### src/inc/kbd_cfg_defines.vh
// Purpose: Constants for the keyboard/mouse isolation and control register block
// Assumes: APB byte addressing, one register per aligned word
// Notes:   Register indices are printed values; byte address is index times four
`ifndef KBD_CFG_DEFINES_VH
`define KBD_CFG_DEFINES_VH

// Register indices and byte addresses
`define ISO_CTRL_IDX        8'hf0
`define RSVD_FIRST_IDX      8'hf1
`define RSVD_LAST_IDX       8'hff
`define ADDR_W              10
`define ISO_CTRL_ADDR       10'h3c0
`define RSVD_FIRST_ADDR     10'h3c4
`define RSVD_LAST_ADDR      10'h3fc

// Field positions
`define BIT_LINE12_POL      7
`define BIT_MOUSE_ISO       6
`define BIT_KBD_ISO         5
`define BIT_MOUSE_LATCH     4
`define BIT_KBD_LATCH       3
`define BIT_SYSCTL_EN       2
`define ISO_CTRL_WMASK      8'hfc
`define ISO_CTRL_RESET      8'h00

`endif

### src/core/kbd_mouse_config_reg.v
// Purpose: Configuration register for the keyboard/mouse controller device
// Assumes: APB slave, 32-bit data; pin inputs synchronised here
// Notes:   Write commits at the edge that completes the access
// Behaviour
// - Bit 7 sets line twelve polarity
// - Bit 6 blocks mouse inputs to core
// - Mouse wake data path never isolated
// - Bit 5 blocks keyboard inputs to core
// - Keyboard wake data path never isolated
// - Bit 4 selects mouse interrupt form
// - Bit 3 selects keyboard interrupt form
// - Bit 2 enables system-control port
// - Reserved indices read back zero
//
// Added by the designer: the APB slave port.
`timescale 1ns/1ns
`include "kbd_cfg_defines.vh"
module kbd_mouse_config_reg (
  input  wire        clk_sys,               // System clock, 10 MHz
  input  wire        reset_n,               // Synchronous reset, active low
  input  wire        psel,                  // APB select
  input  wire        penable,               // APB enable
  input  wire        pwrite,                // APB direction
  input  wire [9:0]  paddr,                 // APB byte address
  input  wire [31:0] pwdata,                // APB write data
  output reg  [31:0] prdata,                // APB read data
  output reg         pready,                // APB ready
  output reg         pslverr,               // APB error on unmapped address
  input  wire        mouse_clk_pin,         // Mouse clock pin input
  input  wire        mouse_data_line,       // Mouse data pin input
  input  wire        kbd_clk_pin,           // Keyboard clock pin input
  input  wire        kbd_data_line,         // Keyboard data pin input
  output reg         core_mouse_clk,        // Mouse clock to core
  output reg         core_mouse_data,       // Mouse data to core
  output reg         core_kbd_clk,          // Keyboard clock to core
  output reg         core_kbd_data,         // Keyboard data to core
  output reg         wake_mouse_data,       // Mouse data to wake logic
  output reg         wake_kbd_data,         // Keyboard data to wake logic
  input  wire        core_line_twelve,      // Core port line twelve, 1 = asserted
  output reg         ctrl_port_line_twelve, // Line twelve at selected polarity
  input  wire        core_mouse_irq,        // Core mouse interrupt
  input  wire        core_kbd_irq,          // Core keyboard interrupt
  output wire        mouse_irq_out,         // Mouse interrupt output
  output wire        kbd_irq_out,           // Keyboard interrupt output
  output reg         sysctl_port_en         // System-control port enable
);
  // ----------------------------------------
  // Register and decode signals
  // ----------------------------------------
  reg  [7:0]  ctrl_r;
  reg  [7:0]  ctrl_nxt;
  reg  [31:0] rdata_nxt;
  reg         err_nxt;
  wire        setup;
  wire        access_done;
  wire        hit_ctrl;
  wire        hit_rsvd;
  wire [7:0]  ctrl_view;

  // ----------------------------------------
  // Named fields of the register
  // ----------------------------------------
  wire        line_pol_hi;
  wire        mouse_iso;
  wire        kbd_iso;
  wire        mouse_latch_only;
  wire        kbd_latch_only;
  wire        sysctl_sel;

  assign line_pol_hi      = ctrl_r[`BIT_LINE12_POL];
  assign mouse_iso        = ctrl_r[`BIT_MOUSE_ISO];
  assign kbd_iso          = ctrl_r[`BIT_KBD_ISO];
  assign mouse_latch_only = ctrl_r[`BIT_MOUSE_LATCH];
  assign kbd_latch_only   = ctrl_r[`BIT_KBD_LATCH];
  assign sysctl_sel       = ctrl_r[`BIT_SYSCTL_EN];

  // Reserved bits 1:0 always read as zero
  assign ctrl_view = {line_pol_hi, mouse_iso, kbd_iso, mouse_latch_only,
                      kbd_latch_only, sysctl_sel, 2'b00};

  // ----------------------------------------
  // Decode helpers
  // ----------------------------------------
  function is_reserved;
    input [9:0] a;
    begin
      is_reserved = (a >= `RSVD_FIRST_ADDR) && (a <= `RSVD_LAST_ADDR) && (a[1:0] == 2'b00);
    end
  endfunction

  function [7:0] wmask_byte;
    input [7:0] b;
    begin
      wmask_byte = b & `ISO_CTRL_WMASK;
    end
  endfunction

  function line_level;
    input pol_hi;
    input asserted;
    begin
      line_level = pol_hi ? asserted : ~asserted;
    end
  endfunction

  // ----------------------------------------
  // Bus decode
  // ----------------------------------------
  assign setup       = psel & ~penable;
  assign access_done = psel & penable & pready;
  assign hit_ctrl    = (paddr == `ISO_CTRL_ADDR);
  assign hit_rsvd    = is_reserved(paddr);

  always @* begin
    ctrl_nxt  = ctrl_r;
    rdata_nxt = 32'h0000_0000;
    err_nxt   = 1'b0;
    if (hit_ctrl) begin
      rdata_nxt = {24'h00_0000, ctrl_view};
      if (pwrite) begin
        ctrl_nxt = wmask_byte(pwdata[7:0]);
      end
    end else if (hit_rsvd) begin
      rdata_nxt = 32'h0000_0000;
    end else begin
      err_nxt = 1'b1;
    end
  end

  // ----------------------------------------
  // Bus answer next values
  // ----------------------------------------
  reg         pready_nxt;
  reg         pslverr_nxt;
  reg  [31:0] prdata_nxt;

  always @* begin
    pready_nxt  = setup;
    pslverr_nxt = 1'b0;
    prdata_nxt  = 32'h0000_0000;
    if (setup) begin
      pslverr_nxt = err_nxt;
      if (!pwrite) begin
        prdata_nxt = rdata_nxt;
      end
    end
  end

  // ----------------------------------------
  // Bus answer registers
  // ----------------------------------------
  // No wait states: answer stands in the first access cycle only
  always @(posedge clk_sys) begin
    if (!reset_n) begin
      pready <= 1'b0;
    end else begin
      pready <= pready_nxt;
    end
  end

  always @(posedge clk_sys) begin
    if (!reset_n) begin
      pslverr <= 1'b0;
    end else begin
      pslverr <= pslverr_nxt;
    end
  end

  always @(posedge clk_sys) begin
    if (!reset_n) begin
      prdata <= 32'h0000_0000;
    end else begin
      prdata <= prdata_nxt;
    end
  end

  // ----------------------------------------
  // Register write
  // ----------------------------------------
  // Commits only at the edge that completes the access
  always @(posedge clk_sys) begin
    if (!reset_n) begin
      ctrl_r <= `ISO_CTRL_RESET;
    end else if (access_done && pwrite) begin
      ctrl_r <= ctrl_nxt;
    end
  end

  // ----------------------------------------
  // Pin synchronisers
  // ----------------------------------------
  reg [3:0] pin_s1_r;
  reg [3:0] pin_s2_r;

  always @(posedge clk_sys) begin
    if (!reset_n) begin
      pin_s1_r <= 4'hf;
      pin_s2_r <= 4'hf;
    end else begin
      pin_s1_r <= {mouse_clk_pin, mouse_data_line, kbd_clk_pin, kbd_data_line};
      pin_s2_r <= pin_s1_r;
    end
  end

  // ----------------------------------------
  // Synchronised pin levels
  // ----------------------------------------
  wire        mouse_clk_s;
  wire        mouse_data_s;
  wire        kbd_clk_s;
  wire        kbd_data_s;

  assign mouse_clk_s  = pin_s2_r[3];
  assign mouse_data_s = pin_s2_r[2];
  assign kbd_clk_s    = pin_s2_r[1];
  assign kbd_data_s   = pin_s2_r[0];

  // ----------------------------------------
  // Mouse lines to core
  // ----------------------------------------
  // Blocked lines idle high, as an undriven open-drain bus
  always @(posedge clk_sys) begin
    if (!reset_n) begin
      core_mouse_clk  <= 1'b1;
      core_mouse_data <= 1'b1;
    end else begin
      core_mouse_clk  <= mouse_clk_s | mouse_iso;
      core_mouse_data <= mouse_data_s | mouse_iso;
    end
  end

  // ----------------------------------------
  // Keyboard lines to core
  // ----------------------------------------
  always @(posedge clk_sys) begin
    if (!reset_n) begin
      core_kbd_clk  <= 1'b1;
      core_kbd_data <= 1'b1;
    end else begin
      core_kbd_clk  <= kbd_clk_s | kbd_iso;
      core_kbd_data <= kbd_data_s | kbd_iso;
    end
  end

  // ----------------------------------------
  // Wake data paths
  // ----------------------------------------
  always @(posedge clk_sys) begin
    if (!reset_n) begin
      wake_mouse_data <= 1'b1;
      wake_kbd_data   <= 1'b1;
    end else begin
      wake_mouse_data <= mouse_data_s;
      wake_kbd_data   <= kbd_data_s;
    end
  end

  // ----------------------------------------
  // Port line twelve polarity
  // ----------------------------------------
  always @(posedge clk_sys) begin
    if (!reset_n) begin
      ctrl_port_line_twelve <= 1'b1;
    end else begin
      ctrl_port_line_twelve <= line_level(line_pol_hi, core_line_twelve);
    end
  end

  // ----------------------------------------
  // System-control port enable
  // ----------------------------------------
  always @(posedge clk_sys) begin
    if (!reset_n) begin
      sysctl_port_en <= 1'b0;
    end else begin
      sysctl_port_en <= sysctl_sel;
    end
  end

  // ----------------------------------------
  // Mouse interrupt output forming
  // ----------------------------------------
  irq_latch_mux u_mouse_irq (
    .clk_sys    (clk_sys),
    .reset_n    (reset_n),
    .core_irq   (core_mouse_irq),
    .latch_only (mouse_latch_only),
    .irq_out    (mouse_irq_out)
  );

  // ----------------------------------------
  // Keyboard interrupt output forming
  // ----------------------------------------
  irq_latch_mux u_kbd_irq (
    .clk_sys    (clk_sys),
    .reset_n    (reset_n),
    .core_irq   (core_kbd_irq),
    .latch_only (kbd_latch_only),
    .irq_out    (kbd_irq_out)
  );
endmodule

### src/core/irq_latch_mux.v
// Purpose: Latch one core interrupt and form the selected output level
// Assumes: Core interrupt is synchronous to clk_sys
// Notes:   Latch sets each cycle the core interrupt is high, clears when it falls
`timescale 1ns/1ns
module irq_latch_mux (
  input  wire clk_sys,     // System clock
  input  wire reset_n,     // Synchronous reset, active low
  input  wire core_irq,    // Raw core interrupt
  input  wire latch_only,  // 1: latched only, 0: raw AND latched
  output reg  irq_out      // Registered interrupt output
);
  reg latch_r;
  reg latch_nxt;

  always @* begin
    latch_nxt = latch_r;
    if (core_irq)
      latch_nxt = 1'b1;
    else
      latch_nxt = 1'b0;
  end

  always @(posedge clk_sys) begin
    if (!reset_n) begin
      latch_r <= 1'b0;
      irq_out <= 1'b0;
    end else begin
      latch_r <= latch_nxt;
      irq_out <= latch_only ? latch_r : (core_irq & latch_r);
    end
  end
endmodule

### config.mk
export PLATFORM = sky130hd
export DESIGN_NAME = kbd_mouse_config_reg
export DESIGN_NICKNAME = d
export VERILOG_FILES = /design/src/core/kbd_mouse_config_reg.v /design/src/core/irq_latch_mux.v
export VERILOG_INCLUDE_DIRS = /design/src /design/src/inc
export SDC_FILE = /design/constraint.sdc
export NUM_CORES = 1
export LEC_CHECK = 0
export BUFFER_PORTS_ARGS = -buffer_cell sky130_fd_sc_hd__buf_2
export CAP_MARGIN = 30
export CORE_UTILIZATION = 35
export CTS_CLUSTER_SIZE = 24
export DETAILED_ROUTE_END_ITERATION = 8
export PLACE_DENSITY = 0.75
export SLEW_MARGIN = 5
export SYNTH_ARGS = -nofsm -noshare
export SYNTH_HDL_FRONTEND = slang
export SYNTH_SLANG_ARGS = --single-unit
### constraint.sdc
create_clock -name clk_sys -period 1.7 [get_ports clk_sys]
set_input_delay 0.34 -clock clk_sys [delete_from_list [all_inputs] [get_ports clk_sys]]
set_output_delay 0.34 -clock clk_sys [all_outputs]
set_load 0.01 [all_outputs]
== Word level (Yosys, flattened, before mapping) ==
Cells that the tools add are included.

* Equal/unequal tests: 1
* Multiplexer cells: 6
* Bitwise operators: 14
* Magnitude comparators: 2
* Reduce and logical (&&, ||, !) cells: 8

{| class="wikitable"
|+ Operator list
! kind !! number
|-
| $eq 10x10->1 const B || 1
|-
| $ge 10x10->1 const B || 1
|-
| $le 10x10->1 const B || 1
|-
| $mux 1 || 6
|-
| $reduce_or 3->1 || 2
|-
| $and 1x1->1 || 5
|-
| $not 1->1 || 5
|-
| $or 1x1->1 || 4
|-
| $reduce_or 4->1 || 1
|-
| $logic_and 1x1->1 || 3
|-
| $reduce_and 3->1 || 1
|-
| $logic_not 2->1 || 1
|}

* Register bits after elaboration: 60
* Input port bits: 54

== Longest topological paths before layout ==
Gate-level depths: netlist of the first run.

* Depth after elaboration: 4
* Mapped depth: 4

== Hierarchy ==
Synthesis of the first run repeated with hierarchy kept, for this count alone.

* Cells, all modules: 119
* Area total of the unflattened synthesis: 1256.2 sq um

{| class="wikitable"
|+ By module, submodules not included
! module !! area each (sq um) !! times used !! cells each !! seq. area each (sq um)
|-
| kbd_mouse_config_reg || 1141.1 || 1 || 111 || 600.6
|-
| irq_latch_mux || 57.6 || 2 || 4 || 40.0
|}

== Worst setup path before layout of the first run ==
No wires, ideal clock.

* Path kind: in2reg
* Start point: input port paddr[2]
* End point: register ctrl_r[2]
* Setup time: 72 ps
* Setup slack: 93 ps
* Required time: 1628 ps
* Arrival time: 1536 ps
* Stages: 3
* Cell sequence: or4_4 nor4_4 mux2i_1

* Longest elaborated chain between the ends: 2

{| class="wikitable"
|+ RTL lines
! what !! RTL line !! text
|-
| start, declared || kbd_mouse_config_reg.v:24 || <nowiki>input wire [9:0] paddr,</nowiki>
|-
| $eq 10x10->1 (no source line) || - ||
|-
| $reduce_and 3->1 (no source line) || - ||
|-
| end signal, assigned || kbd_mouse_config_reg.v:183 || <nowiki>ctrl_r <= `ISO_CTRL_RESET;</nowiki>
|-
| end signal, assigned || kbd_mouse_config_reg.v:185 || <nowiki>ctrl_r <= ctrl_nxt;</nowiki>
|-
| end, declared || kbd_mouse_config_reg.v:50 || <nowiki>reg [7:0] ctrl_r;</nowiki>
|}

Every way passes these cells.
A chain may end at the register's enable or synchronous reset.

== Worst setup path after layout of the first run ==
* Start point: input port paddr[2]
* End point: register ctrl_r[3]

Same word-level chain as after synthesis.

==> metrics, run 1 <==
antenna violations before repair 0; nets 224; clock buffer depth 2; total track usage 0.112; area grow syn2layout 20.0%; Root Driver clkbuf_4; Die Span X 62.1 um; minimum clock period 1.37 ns; post-route ant nets 0; Worst setup SP type input port; CTS clock-pin slew for the worst setup and hold paths 0.10 ns; Max Cap Violations 0; GR Util met2 0.191; Peak Freq 0.732 GHz; wirelength, routed 1950 um; pre-CTS setup slack -0.0162 ns; setup bufs post-CTS 0; vias in the first global route 718; reg-to-reg startpoint pready; final setup violation count 0; synthesized area 1260 um2; WL/cell 8.98 um; Seq cells post-synth 34; Pwr Density 902 nW/um2; Critical Path Sink Type flop; height of the chip 62.1 um; CTS tree built; Post-synth top flop dfxtp_1; Fin. Hold Viols 0; commonest non-fill, non-tap cell in the layout buf_2; post-synth cell types 22; crit-path max FO 6; row cnt 21; Worst-Skew Late Latency 0.32 ns; worst path arrival time 1.63 ns; share of layout cells above drive strength 1 0.363; number of DRC markers in iteration 0 28; Worst Hold Margin 0.190 ns; Final Cycle Share 0.804; Fillers 329; hold path startpoint mouse_data_line; n_diodes 0; outcome completed; initial core utilization 0.373; CTS-repair resized insts 0; num ports 98; DR pass1 iterations 4; post-synthesis sequential area ratio 0.538; clock sink total 34; RSZ-0062 raised after global routing no; Final WS setup 0.334 ns; Hold WC Path Type input port to flop; Yosys Warn Count 0; # H-tree levels 2; met3 Usage GRT 0.0404; Residual DRC 0; Pins Over Slew Limit 0; Setup crit start paddr[2]; met1 global-route usage 0.110; Avg Cell Area, Syn 10.6 um2; Die ar. 3860 um2; Synth async-reset ratio 0; total CTS buffers 5; Data required, critical path 1.96 ns; WS Path Type input port to flop; Hold-fix buffers, CTS 0; Placer Congestion 0.736; post-synthesis cell count 119; via count 841; Post-synth EDFFs 0; pin count of the biggest net entering global routing 19; leakage power 0.750 nW; Core ar. 3390 um2; Worst VDD drop 0.231 mV; grt peak-use layer met2; first-pass GRT wire length 3200 um; vias per cell 3.88; GRT overflow 0; commonest cells after routing, fill and taps aside buf_2, dfxtp_1, conb_1; skew final 0.00853 ns; I/O Buffers 45
cell type report:
cell class	instances	area (um2)	area share
sequential	34	681	0.448
inverter	1	3.75	0.00247
tap	46	57.6	0.0379
timing repair buffer	48	248	0.163
multi-input combinational	80	468	0.308
clock inverter	1	5.00	0.00330
clock buffer	7	55.1	0.0363
cell usage after synthesis (2+ instances only):
cell type / instances / area share
dfxtp_1: 34 / 0.54
buf_4: 26 / 0.15
nand2_1: 14 / 0.042
nand2b_1: 10 / 0.049
and2_1: 8 / 0.040
mux2i_1: 6 / 0.047
or2_2: 3 / 0.015
clkbuf_1: 2 / 0.0059
nand4_1: 2 / 0.0099
o211a_1: 2 / 0.016
registers in the layout, summed over array words and instances, names as in the netlist, 4 cells and up:
name / flops
ctrl_r: 6
pin_s2_r: 4
prdata: 6
pin_s1_r: 4
layer usage:
metal	share of wire	vias up
met2	0.47	48
met1	0.41	359
met4	0.031	0
li1	-	427
met5	0	-
met3	0.087	7
cell families (layout without fill, tap and decap cells):
kind of cell	count (synthesis)	after routing	share of synthesized area
buffers and inverters	30	57	0.166
AO/OA/AOI/OAI	3	3	0.0218
other	1	26	0.00296
multiplexers	6	6	0.0475
AND/OR/NAND/NOR	44	44	0.217
XOR/XNOR	1	1	0.00693
flip-flops	34	34	0.538
through the flow:
stage | power, mW | setup TNS (ns) | cells | instance area (um2) | util
2_1_floorplan | 0.943 | 0 | 144 | 1360 | -
3_3_place_gp | 0.943 | 0 | 209 | 1460 | 0.430
3_5_place_dp | 0.946 | -0.0435 | 209 | 1460 | 0.430
4_1_cts | 1.39 | 0 | 217 | 1520 | 0.448
5_1_grt | 1.43 | 0 | 217 | 1520 | 0.448
6_report | 1.37 | 0 | 217 | 1520 | 0.448
worst max-delay path, cell delays in order:
cell	delay (ns)
buf_2	0.10
or4_4	0.56
nor4_4	0.23
buf_4	0.21
mux2i_1	0.19
report_power, final:
| part | switching, mW | internal, mW | total (mW) |
|---|---|---|---|
| Combinational | 0.0632 | 0.0441 | 0.107 |
| Sequential | 0.00403 | 0.815 | 0.819 |
| Clock | 0.242 | 0.200 | 0.442 |
| Total | 0.309 | 1.06 | 1.37 |
worst paths after layout:
check                              endpoint  slack, ns  depth (start not counted)
worst max register to register    ctrl_r[3]       0.59                          4
worst min-delay path            pin_s1_r[2]       0.19                          2
worst min register to register  pin_s2_r[2]       0.41                          1
worst max-delay path              ctrl_r[3]       0.33                          5
Note: power is estimated with default switching activity, not from simulation.
==> run 2: changes to the inputs <==
CORE_UTILIZATION = 38   (was 35)
PLACE_DENSITY = 0.77   (was 0.75)
clock period = 1.3 ns   (was 1.7 ns; I/O delays follow)
==> run 2 against run 1 <==
Compared with the run above: final cell count fell by 0.46%; largest cell class unchanged; wire length fell by 4.9%; power rose by 30%; worst setup slack got worse by 0.21 ns; combinational power rose by 33%; utilization rose by 4.4 points; critical path depth did not move; global-route usage rose by 0.61 points; non-clock buffer count rose by 1; clock skew fell by 0.0014 ns; critical path type unchanged; sequential cell count did not move.
==> metrics, run 2 (synthesis gave the netlist of run 1 again) <==
pin count of the biggest net entering global routing 19; Die Span X 59.7 um; clock sink total 34; Pwr Density 1170 nW/um2; clock buffer depth 2; Placer Congestion 0.673; DPL Wire Length 1430 um; Worst Hold Margin 0.110 ns; Worst setup SP type input port; number of DRC markers in iteration 0 14; RSZ-0062 raised after global routing no; CTS-repair resized insts 0; vias per cell 3.86; Power, Total 1.78 mW; Max Cap Violations 0; Post-DP Area 1460 um2; WS Path Type input port to flop; crit-path max FO 6; Non-Filler Instances 216; Residual DRC 0; skew final 0.00713 ns; num ports 98; Worst VDD drop 0.354 mV; leakage power 0.755 nW; vias in the first global route 689; wirelength, routed 1850 um; Root Driver clkbuf_4; commonest non-fill, non-tap cell in the layout buf_2; placed cell count 208; Hold-fix buffers, CTS 0; minimum clock period 1.18 ns; GRT overflow 0; Top Registers ctrl_r (6), prdata (6); Hold WC Path Type input port to flop; height of the chip 59.7 um; nets 225; Die ar. 3560 um2; Worst path max stage delay 0.55 ns; commonest cells after routing, fill and taps aside buf_2, dfxtp_1, conb_1; outcome completed; CTS tree built; CTS clock-pin slew for the worst setup and hold paths 0.10 ns; Worst-Skew Late Latency 0.32 ns; WL/cell 8.58 um; Fin. Hold Viols 0; antenna violations before repair 0; initial core utilization 0.408; via count 833; total CTS buffers 5; first-pass GRT wire length 2980 um; Final Cycle Share 0.904; Core ar. 3100 um2; Final WS setup 0.125 ns; Final Cell Area 1530 um2; share of layout cells above drive strength 1 0.366; # H-tree levels 2; row cnt 20; Data required, critical path 1.55 ns; worst path arrival time 1.43 ns; Fillers 316; Total Neg Setup Slack 0 ns; I/O Buffers 45; Critical Path Sink Type flop; post-route ant nets 0; Pins Over Slew Limit 0; setup bufs post-CTS 0; DR pass1 iterations 3; total track usage 0.118; n_diodes 0; pre-CTS setup slack -0.321 ns; Peak Freq 0.851 GHz; slowest CP cell or4_4; area grow syn2layout 20.7%; final setup violation count 0; Critical Path, Cell by Cell buf_2 > or4_4 > nor4_4 > buf_6 > mux2i_1; post-layout util 0.492
[run 2: worst paths after layout]
path / start / cells after the start / end / slack [ns]
hold reg to reg: pin_s1_r[3] / 1 / pin_s2_r[3] / 0.41
setup reg to reg: pready / 4 / ctrl_r[7] / 0.14
setup / recovery: paddr[2] / 5 / ctrl_r[7] / 0.12
hold / removal: mouse_data_line / 2 / pin_s1_r[2] / 0.11
[run 2: area by class of cell]
type | instances | area [um2] | area share
clock buffer | 7 | 55.1 | 0.0361
clock inverter | 1 | 5.00 | 0.00328
inverter | 1 | 3.75 | 0.00246
multi-input combinational | 80 | 468 | 0.307
sequential | 34 | 681 | 0.446
tap | 44 | 55.1 | 0.0361
timing repair buffer | 49 | 259 | 0.170
[run 2: metal layers]
metal / vias to the layer above / part of all wire / GRT usage
met4: 0 / 0.0065 / 0.0797
li1: 431 / - / -
met5: - / 0 / 0
met3: 2 / 0.12 / 0.0519
met2: 49 / 0.45 / 0.179
met1: 351 / 0.42 / 0.133
[run 2: critical path: cells and delay by family]
family	cells	cell delay (ns)
mux	1	0.18
buf+inv	2	0.26
simple gates	2	0.72
[run 2: where the power goes]
group          total, mW  internal, mW  switching (mW)
registers           1.07          1.07         0.00488
logic              0.142        0.0596          0.0821
clock network      0.570         0.262           0.308
==> run 3: changes to the inputs <==
PLACE_DENSITY = 0.78   (was 0.77)
SYNTH_HIERARCHICAL = 1   (was not set)
==> run 3 against run 2 <==
Compared with the run above: highest routed layer unchanged; largest cell class unchanged; synthesized cell count unchanged; worst setup slack got worse by 0.074 ns; critical path depth stayed put; clock skew grew 0.0021 ns; first-iteration DRC count up 29%; largest power group unchanged; combinational power about the same.
==> metrics, run 3 <==
number of DRC markers in iteration 0 18; switching power 0.415 mW; pin count of the biggest net entering global routing 16; sequential power share 0.488; first-pass GRT wire length 3010 um; Pins Over Slew Limit 0; Die Span X 59.5 um; Max Cap Violations 0; synthesized area 1260 um2; Critical Path Sink Type flop; row cnt 20; commonest non-fill, non-tap cell in the layout buf_2; outcome completed; placed cell count 210; Hold WC Path Type input port to flop; Hold-fix buffers, CTS 0; Top Registers ctrl_r (6), prdata (6); GRT overflow 0; total CTS buffers 5; Synth area leader dfxtp_1; via count 833; Peak Freq 0.800 GHz; synth top area cells dfxtp_1, buf_4, nand2b_1; initial core utilization 0.405; Placer Congestion 0.742; top-area cell type share of the netlist area 0.542; Avg Cell Area, Syn 10.6 um2; WS Path Type input port to flop; post-synth cell types 21; Final WS setup 0.0502 ns; Post-DP Area 1470 um2; crit-path max FO 6; vias per cell 3.82; Residual DRC 0; final setup violation count 0; reg2reg setup slack 0.13 ns; antenna violations before repair 0; commonest cells after routing, fill and taps aside buf_2, dfxtp_1, conb_1; pre-CTS setup slack -0.344 ns; area grow syn2layout 25.6%; Final Cycle Share 0.961; RSZ-0062 raised after global routing no; Fin. Hold Viols 0; num ports 98; CTS clock-pin slew for the worst setup and hold paths 0.10 ns; Yosys Warn Count 6; wirelength, routed 1880 um; Sw Ratio 0.189; Worst setup SP type input port; skew final 0.00922 ns; Pwr Density 1390 nW/um2; leakage power 0.784 nW; count leader, synth dfxtp_1; Total Neg Setup Slack 0 ns; post-route ant nets 0; Worst-Skew Late Latency 0.32 ns; post-synthesis sequential area ratio 0.542; Data required, critical path 1.57 ns; Final Cell Area 1580 um2; clock buffer depth 2; height of the chip 59.5 um; Power, Total 2.19 mW; DPL Wire Length 1460 um; CTS tree built; Comb power frac 0.065; clock sink total 34; Worst Hold Margin 0.105 ns; Die ar. 3540 um2; total track usage 0.122; WL/cell 8.61 um; vias in the first global route 703; Post-synth top flop dfxtp_1; Commonest cells post-synth dfxtp_1, buf_4, nand2_1; P_int 1.78 mW; Clock power frac 0.447; Root Driver clkbuf_4; worst path arrival time 1.52 ns; Post-synth EDFFs 0; # H-tree levels 2; nets 227; DR pass1 iterations 3; Worst VDD drop 0.348 mV; post-layout util 0.508; I/O Buffers 45; minimum clock period 1.25 ns; share of layout cells above drive strength 1 0.385; Synth async-reset ratio 0; Non-Filler Instances 218; post-synthesis cell count 119; Seq cells post-synth 34; Core ar. 3100 um2; n_diodes 0
-- run 3: cells by family after synthesis --
family	synth area share
and+or+nand+nor	0.214
DFF	0.542
buffers and inverters	0.164
muxes	0.0478
AOI/OAI and AO/OA	0.0219
xor gates and xnor gates	0.00697
other	0.00299
-- run 3: power groups by stage --
stage                     sequential (mW)  clock, mW  combinational [mW]
after global routing                 1.07       1.05               0.160
after detailed placement             1.10          0               0.142
after CTS                            1.07       1.00               0.142
after floorplan                      1.10          0               0.129
final                                1.07      0.980               0.142
after global placement               1.09          0               0.141
-- run 3: worst max-delay path: stages --
cell and delay, ns:
buf_2 0.09, or4_4 0.55, nor4_1 0.29, buf_4 0.20, and2_1 0.13
-- run 3: area by class of cell --
cell class	count	area (um2)
timing repair buffer	50	263
inverter	1	3.75
sequential	34	682
tap	44	55.1
clock inverter	2	60.1
fill	293	1530
clock buffer	6	51.3
multi-input combinational	81	463
-- run 3: what timing repair did --
item / CTS / global route
gates resized for setup: 0 / 1
setup buffers: 0 / 0
endpoints found under the setup margin: 0 / 4
-- run 3: routing by layer --
layer	GRT usage	wire (um)	vias up
met5	0	0	-
met4	0.0997	46	0
met3	0.0524	157	5
met2	0.199	915	41
met1	0.120	757	353
li1	-	-	434
-- run 3: worst paths after layout --
check           startpoint           to  depth (start not counted)
max               paddr[2]    prdata[2]                          5
min          mouse_clk_pin  pin_s1_r[3]                          2
max reg2reg         pready    ctrl_r[3]                          4
min reg2reg    pin_s1_r[2]  pin_s2_r[2]                          1
